`config.mk`:
```
export PLATFORM = sky130hd
export DESIGN_NAME = ccl_channel_alarm_change_latch
export DESIGN_NICKNAME = d
export VERILOG_FILES = /design/src/ccl_pkg.sv /design/src/ccl_channel_alarm_change_latch.sv
export VERILOG_INCLUDE_DIRS = /design/src
export SDC_FILE = /design/constraint.sdc
export NUM_CORES = 1
export LEC_CHECK = 0
export ABC_AREA = 1
export BUFFER_PORTS_ARGS = -buffer_cell sky130_fd_sc_hd__buf_2
export CORE_MARGIN = 2
export CORE_UTILIZATION = 50
export DETAILED_ROUTE_END_ITERATION = 10
export PLACE_DENSITY = 0.7
export SLEW_MARGIN = 10
export SYNTH_ARGS = -nofsm -noshare
export SYNTH_HDL_FRONTEND = slang
export SYNTH_SLANG_ARGS = --single-unit
```
`constraint.sdc`:
```
create_clock -name CLK_SYS -period 1.61 [get_ports CLK_SYS]
set_clock_uncertainty 0.2 [all_clocks]
set_input_delay 0 -clock CLK_SYS [delete_from_list [all_inputs] [get_ports CLK_SYS]]
set_output_delay 0 -clock CLK_SYS [all_outputs]
set_load 0.03 [all_outputs]
```
`src/ccl_params.svh`:
```
`ifndef CCL_PARAMS_SVH
`define CCL_PARAMS_SVH

// per-channel page layout
`define CCL_NUM_CHANNELS      12
`define CCL_PAGE_LO_FIRST     4'h0
`define CCL_PAGE_LO_LAST      4'h5
`define CCL_PAGE_HI_FIRST     4'h8
`define CCL_PAGE_HI_LAST      4'hd
`define CCL_PAGE_HI_BASE_CH   6

// register offsets within a page
`define CCL_OFS_ENABLE        4'h1
`define CCL_OFS_CHANGE        4'h2
`define CCL_OFS_ALARM         4'h3

// field positions
`define CCL_BIT_FIFO_LIMIT    3
`define CCL_BIT_LOCK_LOST     2
`define CCL_BIT_SIGNAL_LOST   1
`define CCL_BIT_DRIVE_MON     0
`define CCL_FLAG_WIDTH        4

// reset values
`define CCL_RST_FLAGS         4'h0
`define CCL_RST_ENABLE        4'h0
`define CCL_RST_RDATA         8'h00

`endif

```
`src/ccl_pkg.sv`:
```
`default_nettype none

package ccl_pkg;

  // one channel's monitored conditions, bit 3 down to bit 0
  typedef struct packed {
    logic fifo_limit_alarm;
    logic receive_lock_lost;
    logic receive_signal_lost;
    logic drive_monitor_output;
  } ccl_cond_t;

  // one host register access
  typedef struct packed {
    logic [7:0] addr;
    logic       rd;
    logic       wr;
    logic [7:0] wdata;
  } ccl_req_t;

  typedef enum logic [1:0] {
    CCL_REG_NONE,
    CCL_REG_ENABLE,
    CCL_REG_CHANGE,
    CCL_REG_ALARM
  } ccl_reg_t;

endpackage

`default_nettype wire

```
`src/ccl_channel_alarm_change_latch.sv`:
```
`include "ccl_params.svh"
`default_nettype none


module ccl_channel_alarm_change_latch #(
  parameter int NUM_CH = `CCL_NUM_CHANNELS
) (
  // clock and reset
  input  wire logic                   CLK_SYS,
  input  wire logic                   RST_N,
  // monitored conditions, one group per channel
  input  wire ccl_pkg::ccl_cond_t [NUM_CH-1:0] CONDITION,
  // host register access
  input  wire ccl_pkg::ccl_req_t      HOST_REQ,
  output var  logic [7:0]             HOST_RDATA,
  output var  logic                   HOST_RVALID,
  // per-channel interrupt requests toward device-level aggregation
  output var  logic [NUM_CH-1:0]      CHANNEL_IRQ
);

  // ************************************************************
  // address decode
  // ************************************************************

  // maps a page nibble to a channel index; valid flag in bit 4
  function automatic logic [4:0] page_to_channel(input logic [3:0] page);
    logic [4:0] res;
    res = 5'h00;
    if (page >= `CCL_PAGE_LO_FIRST && page <= `CCL_PAGE_LO_LAST) begin
      res = {1'b1, page};
    end else if (page >= `CCL_PAGE_HI_FIRST && page <= `CCL_PAGE_HI_LAST) begin
      res = {1'b1, 4'(page - `CCL_PAGE_HI_FIRST + 4'(`CCL_PAGE_HI_BASE_CH))};
    end
    return res;
  endfunction

  function automatic ccl_pkg::ccl_reg_t reg_select(input logic [3:0] ofs);
    ccl_pkg::ccl_reg_t sel;
    sel = ccl_pkg::CCL_REG_NONE;
    case (ofs)
      `CCL_OFS_ENABLE: sel = ccl_pkg::CCL_REG_ENABLE;
      `CCL_OFS_CHANGE: sel = ccl_pkg::CCL_REG_CHANGE;
      `CCL_OFS_ALARM:  sel = ccl_pkg::CCL_REG_ALARM;
      default:         sel = ccl_pkg::CCL_REG_NONE;
    endcase
    return sel;
  endfunction

  logic [4:0]         dec_ch;
  logic [3:0]         ch_idx;
  logic               ch_ok;
  ccl_pkg::ccl_reg_t  dec_reg;

  always_comb begin
    dec_ch  = page_to_channel(HOST_REQ.addr[7:4]);
    ch_ok   = dec_ch[4] && (32'(dec_ch[3:0]) < NUM_CH);
    ch_idx  = dec_ch[3:0];
    dec_reg = reg_select(HOST_REQ.addr[3:0]);
  end

  // ************************************************************
  // per-channel latches
  // ************************************************************

  logic [NUM_CH-1:0][`CCL_FLAG_WIDTH-1:0] flags_q;
  logic [NUM_CH-1:0][`CCL_FLAG_WIDTH-1:0] enable_q;
  logic [NUM_CH-1:0][`CCL_FLAG_WIDTH-1:0] prev_q;

  genvar g;
  generate
    for (g = 0; g < NUM_CH; g++) begin : g_ch
      logic [`CCL_FLAG_WIDTH-1:0] live;
      logic [`CCL_FLAG_WIDTH-1:0] change;
      logic                       hit;
      logic                       rd_clear;
      logic [`CCL_FLAG_WIDTH-1:0] flags_d;

      always_comb begin
        live     = CONDITION[g];
        change   = live ^ prev_q[g];
        hit      = ch_ok && (32'(ch_idx) == g);
        rd_clear = hit && HOST_REQ.rd && (dec_reg == ccl_pkg::CCL_REG_CHANGE);
        // a change in the clearing cycle survives the clear
        flags_d  = (flags_q[g] & {`CCL_FLAG_WIDTH{~rd_clear}}) | change;
      end

      // previous condition, for edge detection in either direction
      always_ff @(posedge CLK_SYS or negedge RST_N) begin
        if (!RST_N) begin
          prev_q[g] <= `CCL_RST_FLAGS;
        end else begin
          prev_q[g] <= live;
        end
      end

      always_ff @(posedge CLK_SYS or negedge RST_N) begin
        if (!RST_N) begin
          flags_q[g] <= `CCL_RST_FLAGS;
        end else begin
          flags_q[g] <= flags_d;
        end
      end

      always_ff @(posedge CLK_SYS or negedge RST_N) begin
        if (!RST_N) begin
          enable_q[g] <= `CCL_RST_ENABLE;
        end else if (hit && HOST_REQ.wr && dec_reg == ccl_pkg::CCL_REG_ENABLE) begin
          enable_q[g] <= HOST_REQ.wdata[`CCL_FLAG_WIDTH-1:0];
        end
      end

      always_ff @(posedge CLK_SYS or negedge RST_N) begin
        if (!RST_N) begin
          CHANNEL_IRQ[g] <= 1'b0;
        end else begin
          CHANNEL_IRQ[g] <= |(flags_d & enable_q[g]);
        end
      end
    end
  endgenerate

  // ************************************************************
  // read path
  // ************************************************************

  logic [7:0] rdata_d;

  always_comb begin
    rdata_d = `CCL_RST_RDATA;
    if (ch_ok) begin
      case (dec_reg)
        ccl_pkg::CCL_REG_ENABLE: rdata_d = {4'h0, enable_q[ch_idx]};
        ccl_pkg::CCL_REG_CHANGE: rdata_d = {4'h0, flags_q[ch_idx]};
        ccl_pkg::CCL_REG_ALARM:  rdata_d = {4'h0, CONDITION[ch_idx]};
        default:                 rdata_d = `CCL_RST_RDATA;
      endcase
    end
  end

  always_ff @(posedge CLK_SYS or negedge RST_N) begin
    if (!RST_N) begin
      HOST_RDATA <= `CCL_RST_RDATA;
    end else if (HOST_REQ.rd) begin
      HOST_RDATA <= rdata_d;
    end
  end

  always_ff @(posedge CLK_SYS or negedge RST_N) begin
    if (!RST_N) begin
      HOST_RVALID <= 1'b0;
    end else begin
      HOST_RVALID <= HOST_REQ.rd;
    end
  end

endmodule

`default_nettype wire

```
==> results of run 1 <==
through the flow:
stage | worst slack [ns] | power, mW | setup TNS (ns) | hold WS, ns
finish | 0.108 | 9.76 | 0 | -0.100
detailed placement | -0.283 | 5.82 | -8.18 | -0.240
CTS | 0.100 | 9.79 | 0 | -0.109
global route | -0.000912 | 10.2 | -0.000912 | -0.0808
floorplan | 0.0504 | 5.23 | 0 | -0.496
global placement | -0.243 | 5.81 | -6.41 | -0.246
layer usage:
metal / track usage [%] / part of all wire [%] / vias up
met4: 5.63 / 1.2 / 0
met1: 36.5 / 45 / 3338
li1: - / - / 3462
met3: 4.67 / 5.2 / 14
met2: 45.1 / 49 / 216
met5: 0 / 0 / -
report_power, final:
part,switching [mW],internal (mW),total [mW],leakage (nW)
Combinational,0.926,0.587,1.51,2.99
Sequential,0.112,4.25,4.36,1.87
Clock,1.52,2.37,3.89,0.275
Total,2.56,7.20,9.76,5.13
registers in the layout (all words and copies together), names as in the netlist:
register     cells
enable_q        48
flags_q         48
prev_q          48
CHANNEL_IRQ     12
HOST_RDATA       4
HOST_RVALID      1
final cells by class:
| cell class | count | share of cell area [%] |
|---|---|---|
| Sequential cell | 161 | 40.4 |
| Multi-Input combinational cell | 709 | 33.5 |
| Timing Repair Buffer | 185 | 14.3 |
| Clock buffer | 23 | 4.80 |
| Inverter | 90 | 3.42 |
| Tap cell | 216 | 2.71 |
| Clock inverter | 6 | 0.829 |
final timing paths:
check / slack [ns] / from / depth (start not counted) / to
worst max-delay path: 0.11 / HOST_REQ[9] / 7 / CHANNEL_IRQ[2]
worst max register to register: 0.13 / flags_q[37] / 8 / HOST_RDATA[1]
max in group asynchronous: 0.19 / RST_N / 4 / prev_q[32]
worst min-delay path: -0.10 / HOST_REQ[11] / 5 / HOST_RDATA[0]
worst min register to register: 0.29 / prev_q[4] / 2 / flags_q[4]
min in group asynchronous: 0.42 / RST_N / 3 / enable_q[17]
synth_stat cells:
cell       number
nand2_4         2
nand2_1       405
nor2_4          1
dfrtp_1       161
a21oi_1         9
conb_1          1
nand2_2         5
nand4_1        14
nor3_1          1
inv_2           9
nand3_2         8
buf_6           3
buf_4          10
a2111oi_1       1
nand3b_1       10
buf_1           5
buf_2          14
xnor2_1        48
nand3_1        63
nor2_2          6
o21ai_1         9
nor3_2          2
o21ai_0        91
clkbuf_1       10
inv_1          81
o21bai_1        2
nor2_1         26
ha_1            1
o21ai_2         1
cells by family (layout without fill, tap and decap cells):
logic type               Yosys count  count (layout)  synth area share (%)
buffers and inverters            132             304                  7.23
AO/OA/AOI/OAI                    113             113                  7.31
AND/OR/NAND/NOR                  543             543                  29.1
XOR/XNOR                          48              48                  5.31
adder cells (fa/ha/maj)            1               1                 0.158
flip-flops                       161             161                  50.9
other                              1               4                0.0473
repair_timing:
action / in CTS / in global routing
resized for setup: 0 / 4
setup buffers: 0 / 1
endpoints found under the hold margin: 313 / 4
setup endpoints to repair: 0 / 4
worst max-delay path, stage by stage:
cell and delay (ns):
dlygate4sd3_1 0.53, buf_2 0.16, nand2_2 0.13, nor3_2 0.34, o21ai_0 0.19, nand2_1 0.11, nand4_1 0.12
==> summary.txt, run 1 <==
Detailed routing
  – Vias: 7030
  – Routed wire length: 21.5 mm
  – Avg Vias per Cell: 5.06
  – Drt drc: 0
  – Drt first pass iters: 6
  – DR WL/cell: 15.5 um
  – DR iter-0 viols: 565
  – Antenna-violating nets left: 0

Clock network
  – Clk Latency, worst-skew pair: 0.42 ns
  – Clock Path Buffers: 2
  – Hold bufs inserted after CTS: 55
  – Reg clk slew, reported paths: 0.06 ns
  – Clk sinks: 161
  – CTS Buf Count: 17
  – Clock root cell: clkbuf_16
  – Htree depth: 4
  – CTS tree: built

Worst hold path
  – Hold WC Path Type: input pin to flop

Layout
  – Register area: 0.00403 mm2
  – Multi-input gate area in the final layout: 0.00334 mm2
  – Most frequent cells in the layout: 405 x nand2_1, 161 x dfrtp_1, 91 x o21ai_0
  – Ant. Diodes: 0
  – Commonest non-fill, non-tap cell in the layout: nand2_1
  – Fin util: 63.6%
  – Filler-free cell count of the finished design: 1390
  – Fin area: 0.00996 mm2
  – Layout cells sized above 1: 16.4%
  – Synthesis-to-finish area growth: 25.7%
  – # fillers: 1367
  – Final nets: 1233

Place
  – DP Cell Count: 1305
  – Placer Congestion: 0.919
  – Final HPWL DP: 15.4 mm
  – Dpl cell area: 0.00883 mm2
  – Port Buffers: 80

Synth
  – Top-area cell type share of the netlist area: 50.9%
  – Seq/Total Area, Yosys: 50.9%
  – Post-synthesis register bit count: 161
  – Top cell type by total area after synthesis: dfrtp_1
  – Post-synthesis cell count: 999
  – Syn avg cell area: 7.93 um2
  – Largest cells by area after synthesis: dfrtp_1 51%, nand2_1 19%, o21ai_0 5.7%
  – Unique masters post-synth: 29
  – Mapped Area: 0.00792 mm2
  – Syn. warnings: 0

Critical path
  – Critical path launch point type: input pin
  – Kind of critical path: input pin to flop
  – Crit path DAT: 1.59 ns
  – Critical Path RT: 1.69 ns
  – Largest fanout on the critical path: 4
  – Crit end category: flop

STA
  – WHS: -0.100 ns
  – Hold Vio Cnt, Final: 4
  – Slew headroom: 52.2%
  – Crit path time final: 1.50 ns
  – Slew Viols, Final: 0
  – Worst slew pin tran: 0.715 ns
  – Final worst-path cycle share: 93.3%
  – F_max: 0.666 GHz
  – Final setup viols: 0

Power and ir drop
  – Pwr dens: 980 mW/mm2
  – Max VDD drop: 0.723 mV
  – Static Leak: 5.13 nW

Global route
  – Initial antenna violation count: 0
  – First-pass GRT wire length: 34.4 mm
  – GRT Total Usage: 26.7%
  – Pin count of the biggest net entering global routing: 45
  – Vias in the first global route: 6792
  – Final global-route overflow total: 0

Die
  – Die Ht: 130 um
  – Starting Density: 50.6%
  – # rows: 46
  – Die area: 0.0169 mm2
  – Die width: 130 um
  – Core area: 0.0157 mm2
  – IO Pins: 89

Outcome
  – Status: finished with violations
  – Failing checks: hold timing

Run
  – # Max-Cap Violations: 0
Power figures use the tool's default switching activity.
==> run 2, diff against run 1 <==
--- a/config.mk
+++ b/config.mk
@@ -6,7 +6,6 @@
 export SDC_FILE = /design/constraint.sdc
 export NUM_CORES = 1
 export LEC_CHECK = 0
-export ABC_AREA = 1
 export BUFFER_PORTS_ARGS = -buffer_cell sky130_fd_sc_hd__buf_2
 export CORE_MARGIN = 2
 export CORE_UTILIZATION = 50
==> run 2 against run 1 <==
Effect of this change: the run ends with hold timing, setup timing left; sequential power about the same; final area increased by 26%; clock-buffer cell count decreased by 5; non-clock buffer count increased by 183; critical endpoint is now HOST_RDATA[3]; largest cell class is now multi-input combinational cells.
==> summary.txt, run 2 <==
Clock network
  – CTS tree: built
  – CTS Buf Count: 17 (unchanged)
  – Reg clk slew, reported paths: 0.07 ns (about the same)
  – Clk Latency, worst-skew pair: 0.44 ns (+0.02 ns)
  – Clk sinks: 161 (unchanged)
  – Clock Path Buffers: 2 (unchanged)
  – Htree depth: 4 (unchanged)
  – Clock root cell: clkbuf_16

Detailed routing
  – Drt drc: 0 (unchanged)
  – Vias: 8172 (+16%)
  – Avg Vias per Cell: 6.04 (+20%)
  – DR WL/cell: 23.9 um (+54%)
  – Antenna-violating nets left: 0 (unchanged)
  – Routed wire length: 32.3 mm (+50%)
  – Drt first pass iters: 5 (-1)
  – DR iter-0 viols: 874 (+55%)

Synth
  – Top-area cell type share of the netlist area: 48.1% (-2.8 points)
  – Top-count cell post-synth: dfrtp_1
  – Syn avg cell area: 10.8 um2 (+36%)
  – Post-synthesis register bit count: 161 (unchanged)
  – Asr flop ratio synth: 100% (unchanged)
  – Top cells by count, synth: 161 x dfrtp_1, 61 x nand2_1, 43 x mux2_2, 32 x mux2i_1, 32 x o21ai_0
  – Post-synth EDFFs: 0 (unchanged)
  – Syn. warnings: 0 (unchanged)
  – Largest cells by area after synthesis: dfrtp_1 48%, mux2_2 5.8%, mux2i_1 3.8%
  – Mapped Area: 0.00838 mm2 (+5.7%)
  – Post-synthesis cell count: 776 (-22%)
  – Post-synth top flop: dfrtp_1
  – Unique masters post-synth: 81 (+180%)
  – Seq/Total Area, Yosys: 48.1% (-2.8 points)
  – Top cell type by total area after synthesis: dfrtp_1

Critical path
  – Slowest cell on the critical path: dfrtp_1
  – Crit end category: flop
  – Kind of critical path: flop to flop
  – Crit path DAT: 1.93 ns (+0.34 ns)
  – Largest fanout on the critical path: 3 (-1)
  – Critical Path RT: 1.72 ns (+0.03 ns)
  – CP peak stage delay: 0.43 ns (-0.10 ns)
  – Largest delay share family, worst path: compound AO/OA/AOI/OAI gates
  – Crit-path most repeated cell: nor3_2
  – Critical path launch point type: flop
  – Buf/Inv on CP: 1 (-1)
  – Critical path cell sequence: a221oi_2, nor3_2, nor3_2, buf_4, a2111oi_2, a2111o_1

Die
  – Die area: 0.0178 mm2 (+5.6%)
  – Die width: 133 um (+2.7%)
  – Core area: 0.0165 mm2 (+5.2%)
  – IO Pins: 89 (unchanged)
  – Die Ht: 133 um (+2.7%)
  – # rows: 47 (+2.2%)
  – Starting Density: 50.9% (+0.27 points)

STA
  – Hold Vio Cnt, Final: 3 (-1)
  – RSZ-0062 raised after global routing: yes
  – Slew Viols, Final: 0 (unchanged)
  – Final worst-path cycle share: 113% (+20 points)
  – Final setup viols: 9 (+9)
  – Slew headroom: 63.1% (+11 points)
  – WHS: -0.0680 ns (+0.0324 ns)
  – F_max: 0.550 GHz (-17%)
  – Worst slew pin tran: 0.554 ns (-0.160 ns)
  – Crit path time final: 1.82 ns (+0.317 ns)
  – Final WS setup: -0.209 ns (-0.317 ns)

Global route
  – Final global-route overflow total: 0 (unchanged)
  – GRT Total Usage: 36.8% (+10 points)
  – Pin count of the biggest net entering global routing: 47 (+4.4%)
  – First-pass GRT wire length: 48.6 mm (+42%)
  – Initial antenna violation count: 0 (unchanged)
  – Vias in the first global route: 8261 (+22%)

Power and ir drop
  – Max VDD drop: 0.741 mV (+2.5%)
  – Pwr dens: 842 mW/mm2 (-14%)
  – Static Leak: 5.49 nW (+7.0%)
  – Sw Ratio: 28.6% (+2.4 points)
  – Clock share of power: 39.1% (-0.8 points)
  – Total power: 10.5 mW (+7.9%)
  – Int Pwr: 7.53 mW (+4.5%)
  – P_sw: 3.01 mW (+18%)
  – Reg power frac: 41.1% (-3.5 points)
  – Combinational Power Share: 19.8% (+4.3 points)

Place
  – Final HPWL DP: 23.8 mm (+55%)
  – Pre-CTS WS: -0.699 ns (-0.416 ns)
  – Port Buffers: 80 (unchanged)
  – Placer Congestion: 1.08 (+17%)

Worst hold path
  – Hold WC Path Type: input pin to flop

Outcome
  – Failing checks: hold timing, setup timing
  – Status: finished with violations

Run
  – # Max-Cap Violations: 0 (unchanged)

Layout
  – Synthesis-to-finish area growth: 49.5%
  – Top Registers: enable_q x48, flags_q x48, prev_q x48
  – Layout cells sized above 1: 43.1% (+27 points)
  – Final nets: 1189 (-3.6%)
  – # fillers: 1127 (-18%)
  – Commonest non-fill, non-tap cell in the layout: buf_4
  – Most frequent cells in the layout: 205 x buf_4, 159 x dfrtp_1, 74 x buf_2
  – Ant. Diodes: 0 (unchanged)
## run 2: final timing paths
| check | slack, ns | cells past startpoint | endpoint | startpoint |
|---|---|---|---|---|
| max in group asynchronous | 0.14 | 4 | flags_q[17] | RST_N |
| worst min register to register | 0.32 | 2 | flags_q[9] | prev_q[9] |
| worst max-delay path | -0.21 | 6 | HOST_RDATA[3] | enable_q[31] |
| worst min-delay path | -0.07 | 5 | HOST_RDATA[0] | HOST_REQ[9] |
| worst max register to register | -0.21 | 6 | HOST_RDATA[3] | enable_q[31] |
| min in group asynchronous | 0.43 | 3 | flags_q[5] | RST_N |
## run 2: what timing repair did
action,CTS,global route
setup buffers,15,9
hold buffers,58,2
endpoints found under the hold margin,320,4
pin swaps,37,37
setup endpoints to repair,38,54
gates resized for setup,58,58
## run 2: cells by family (layout without fill, tap and decap cells)
kind of cell | count (synthesis) | count (layout) | share of synthesized area, %
other cells | 1 | 4 | 0.0448
fa+ha+maj | 1 | 1 | 0.149
buf+inv | 73 | 426 | 4.21
flops | 161 | 161 | 48.1
mux | 78 | 78 | 10.4
compound gates | 245 | 245 | 21.4
xor+xnor | 48 | 48 | 5.02
simple gates | 169 | 169 | 10.7
## run 2: area by class of cell
cell class              count  area [um2]  share of cell area, %
multi-input cells         545        4610                   36.9
flip-flops and latches    161        4030                   32.2
clock buffers              18         439                   3.51
inverters                  27         111                  0.889
repair buffers            368        2900                   23.2
clock inverters            13         151                   1.21
well taps                 220         275                   2.20
## run 2: through the flow
| step | util, % | hold WS (ns) | setup TNS (ns) | instances | area (um2) |
|---|---|---|---|---|---|
| floorplan | - | -0.496 | -19.84 | 779 | 8680 |
| global placement | 65.1 | -0.227 | -40.45 | 1242 | 10700 |
| detailed placement | 65.1 | -0.219 | -42.79 | 1242 | 10700 |
| CTS | 74.3 | 0.00451 | -1.37 | 1345 | 12200 |
| global route | 76.0 | -0.0411 | -1.31 | 1352 | 12500 |
| finish | 76.0 | -0.0680 | -0.850 | 1352 | 12500 |
## run 2: power groups by stage
stage	clock network (mW)	logic [mW]	registers (mW)
finish	4.12	2.09	4.33
global route	4.35	2.20	4.34
floorplan	0	0.795	4.45
detailed placement	0	1.79	4.40
CTS	4.13	1.98	4.33
global placement	0	1.77	4.39
## run 2: per-layer routing
layer | track usage [%] | share of wire, %
met4 | 15.1 | 3.8
met1 | 49.3 | 41
met2 | 58.2 | 46
met5 | 0 | 0
met3 | 8.49 | 8.3
## run 2: tightest hold or removal path: stages
cell	delay [ns]
buf_2	0.11
inv_1	0.08
buf_4	0.17
nand2_1	0.07
nand4b_1	0.09
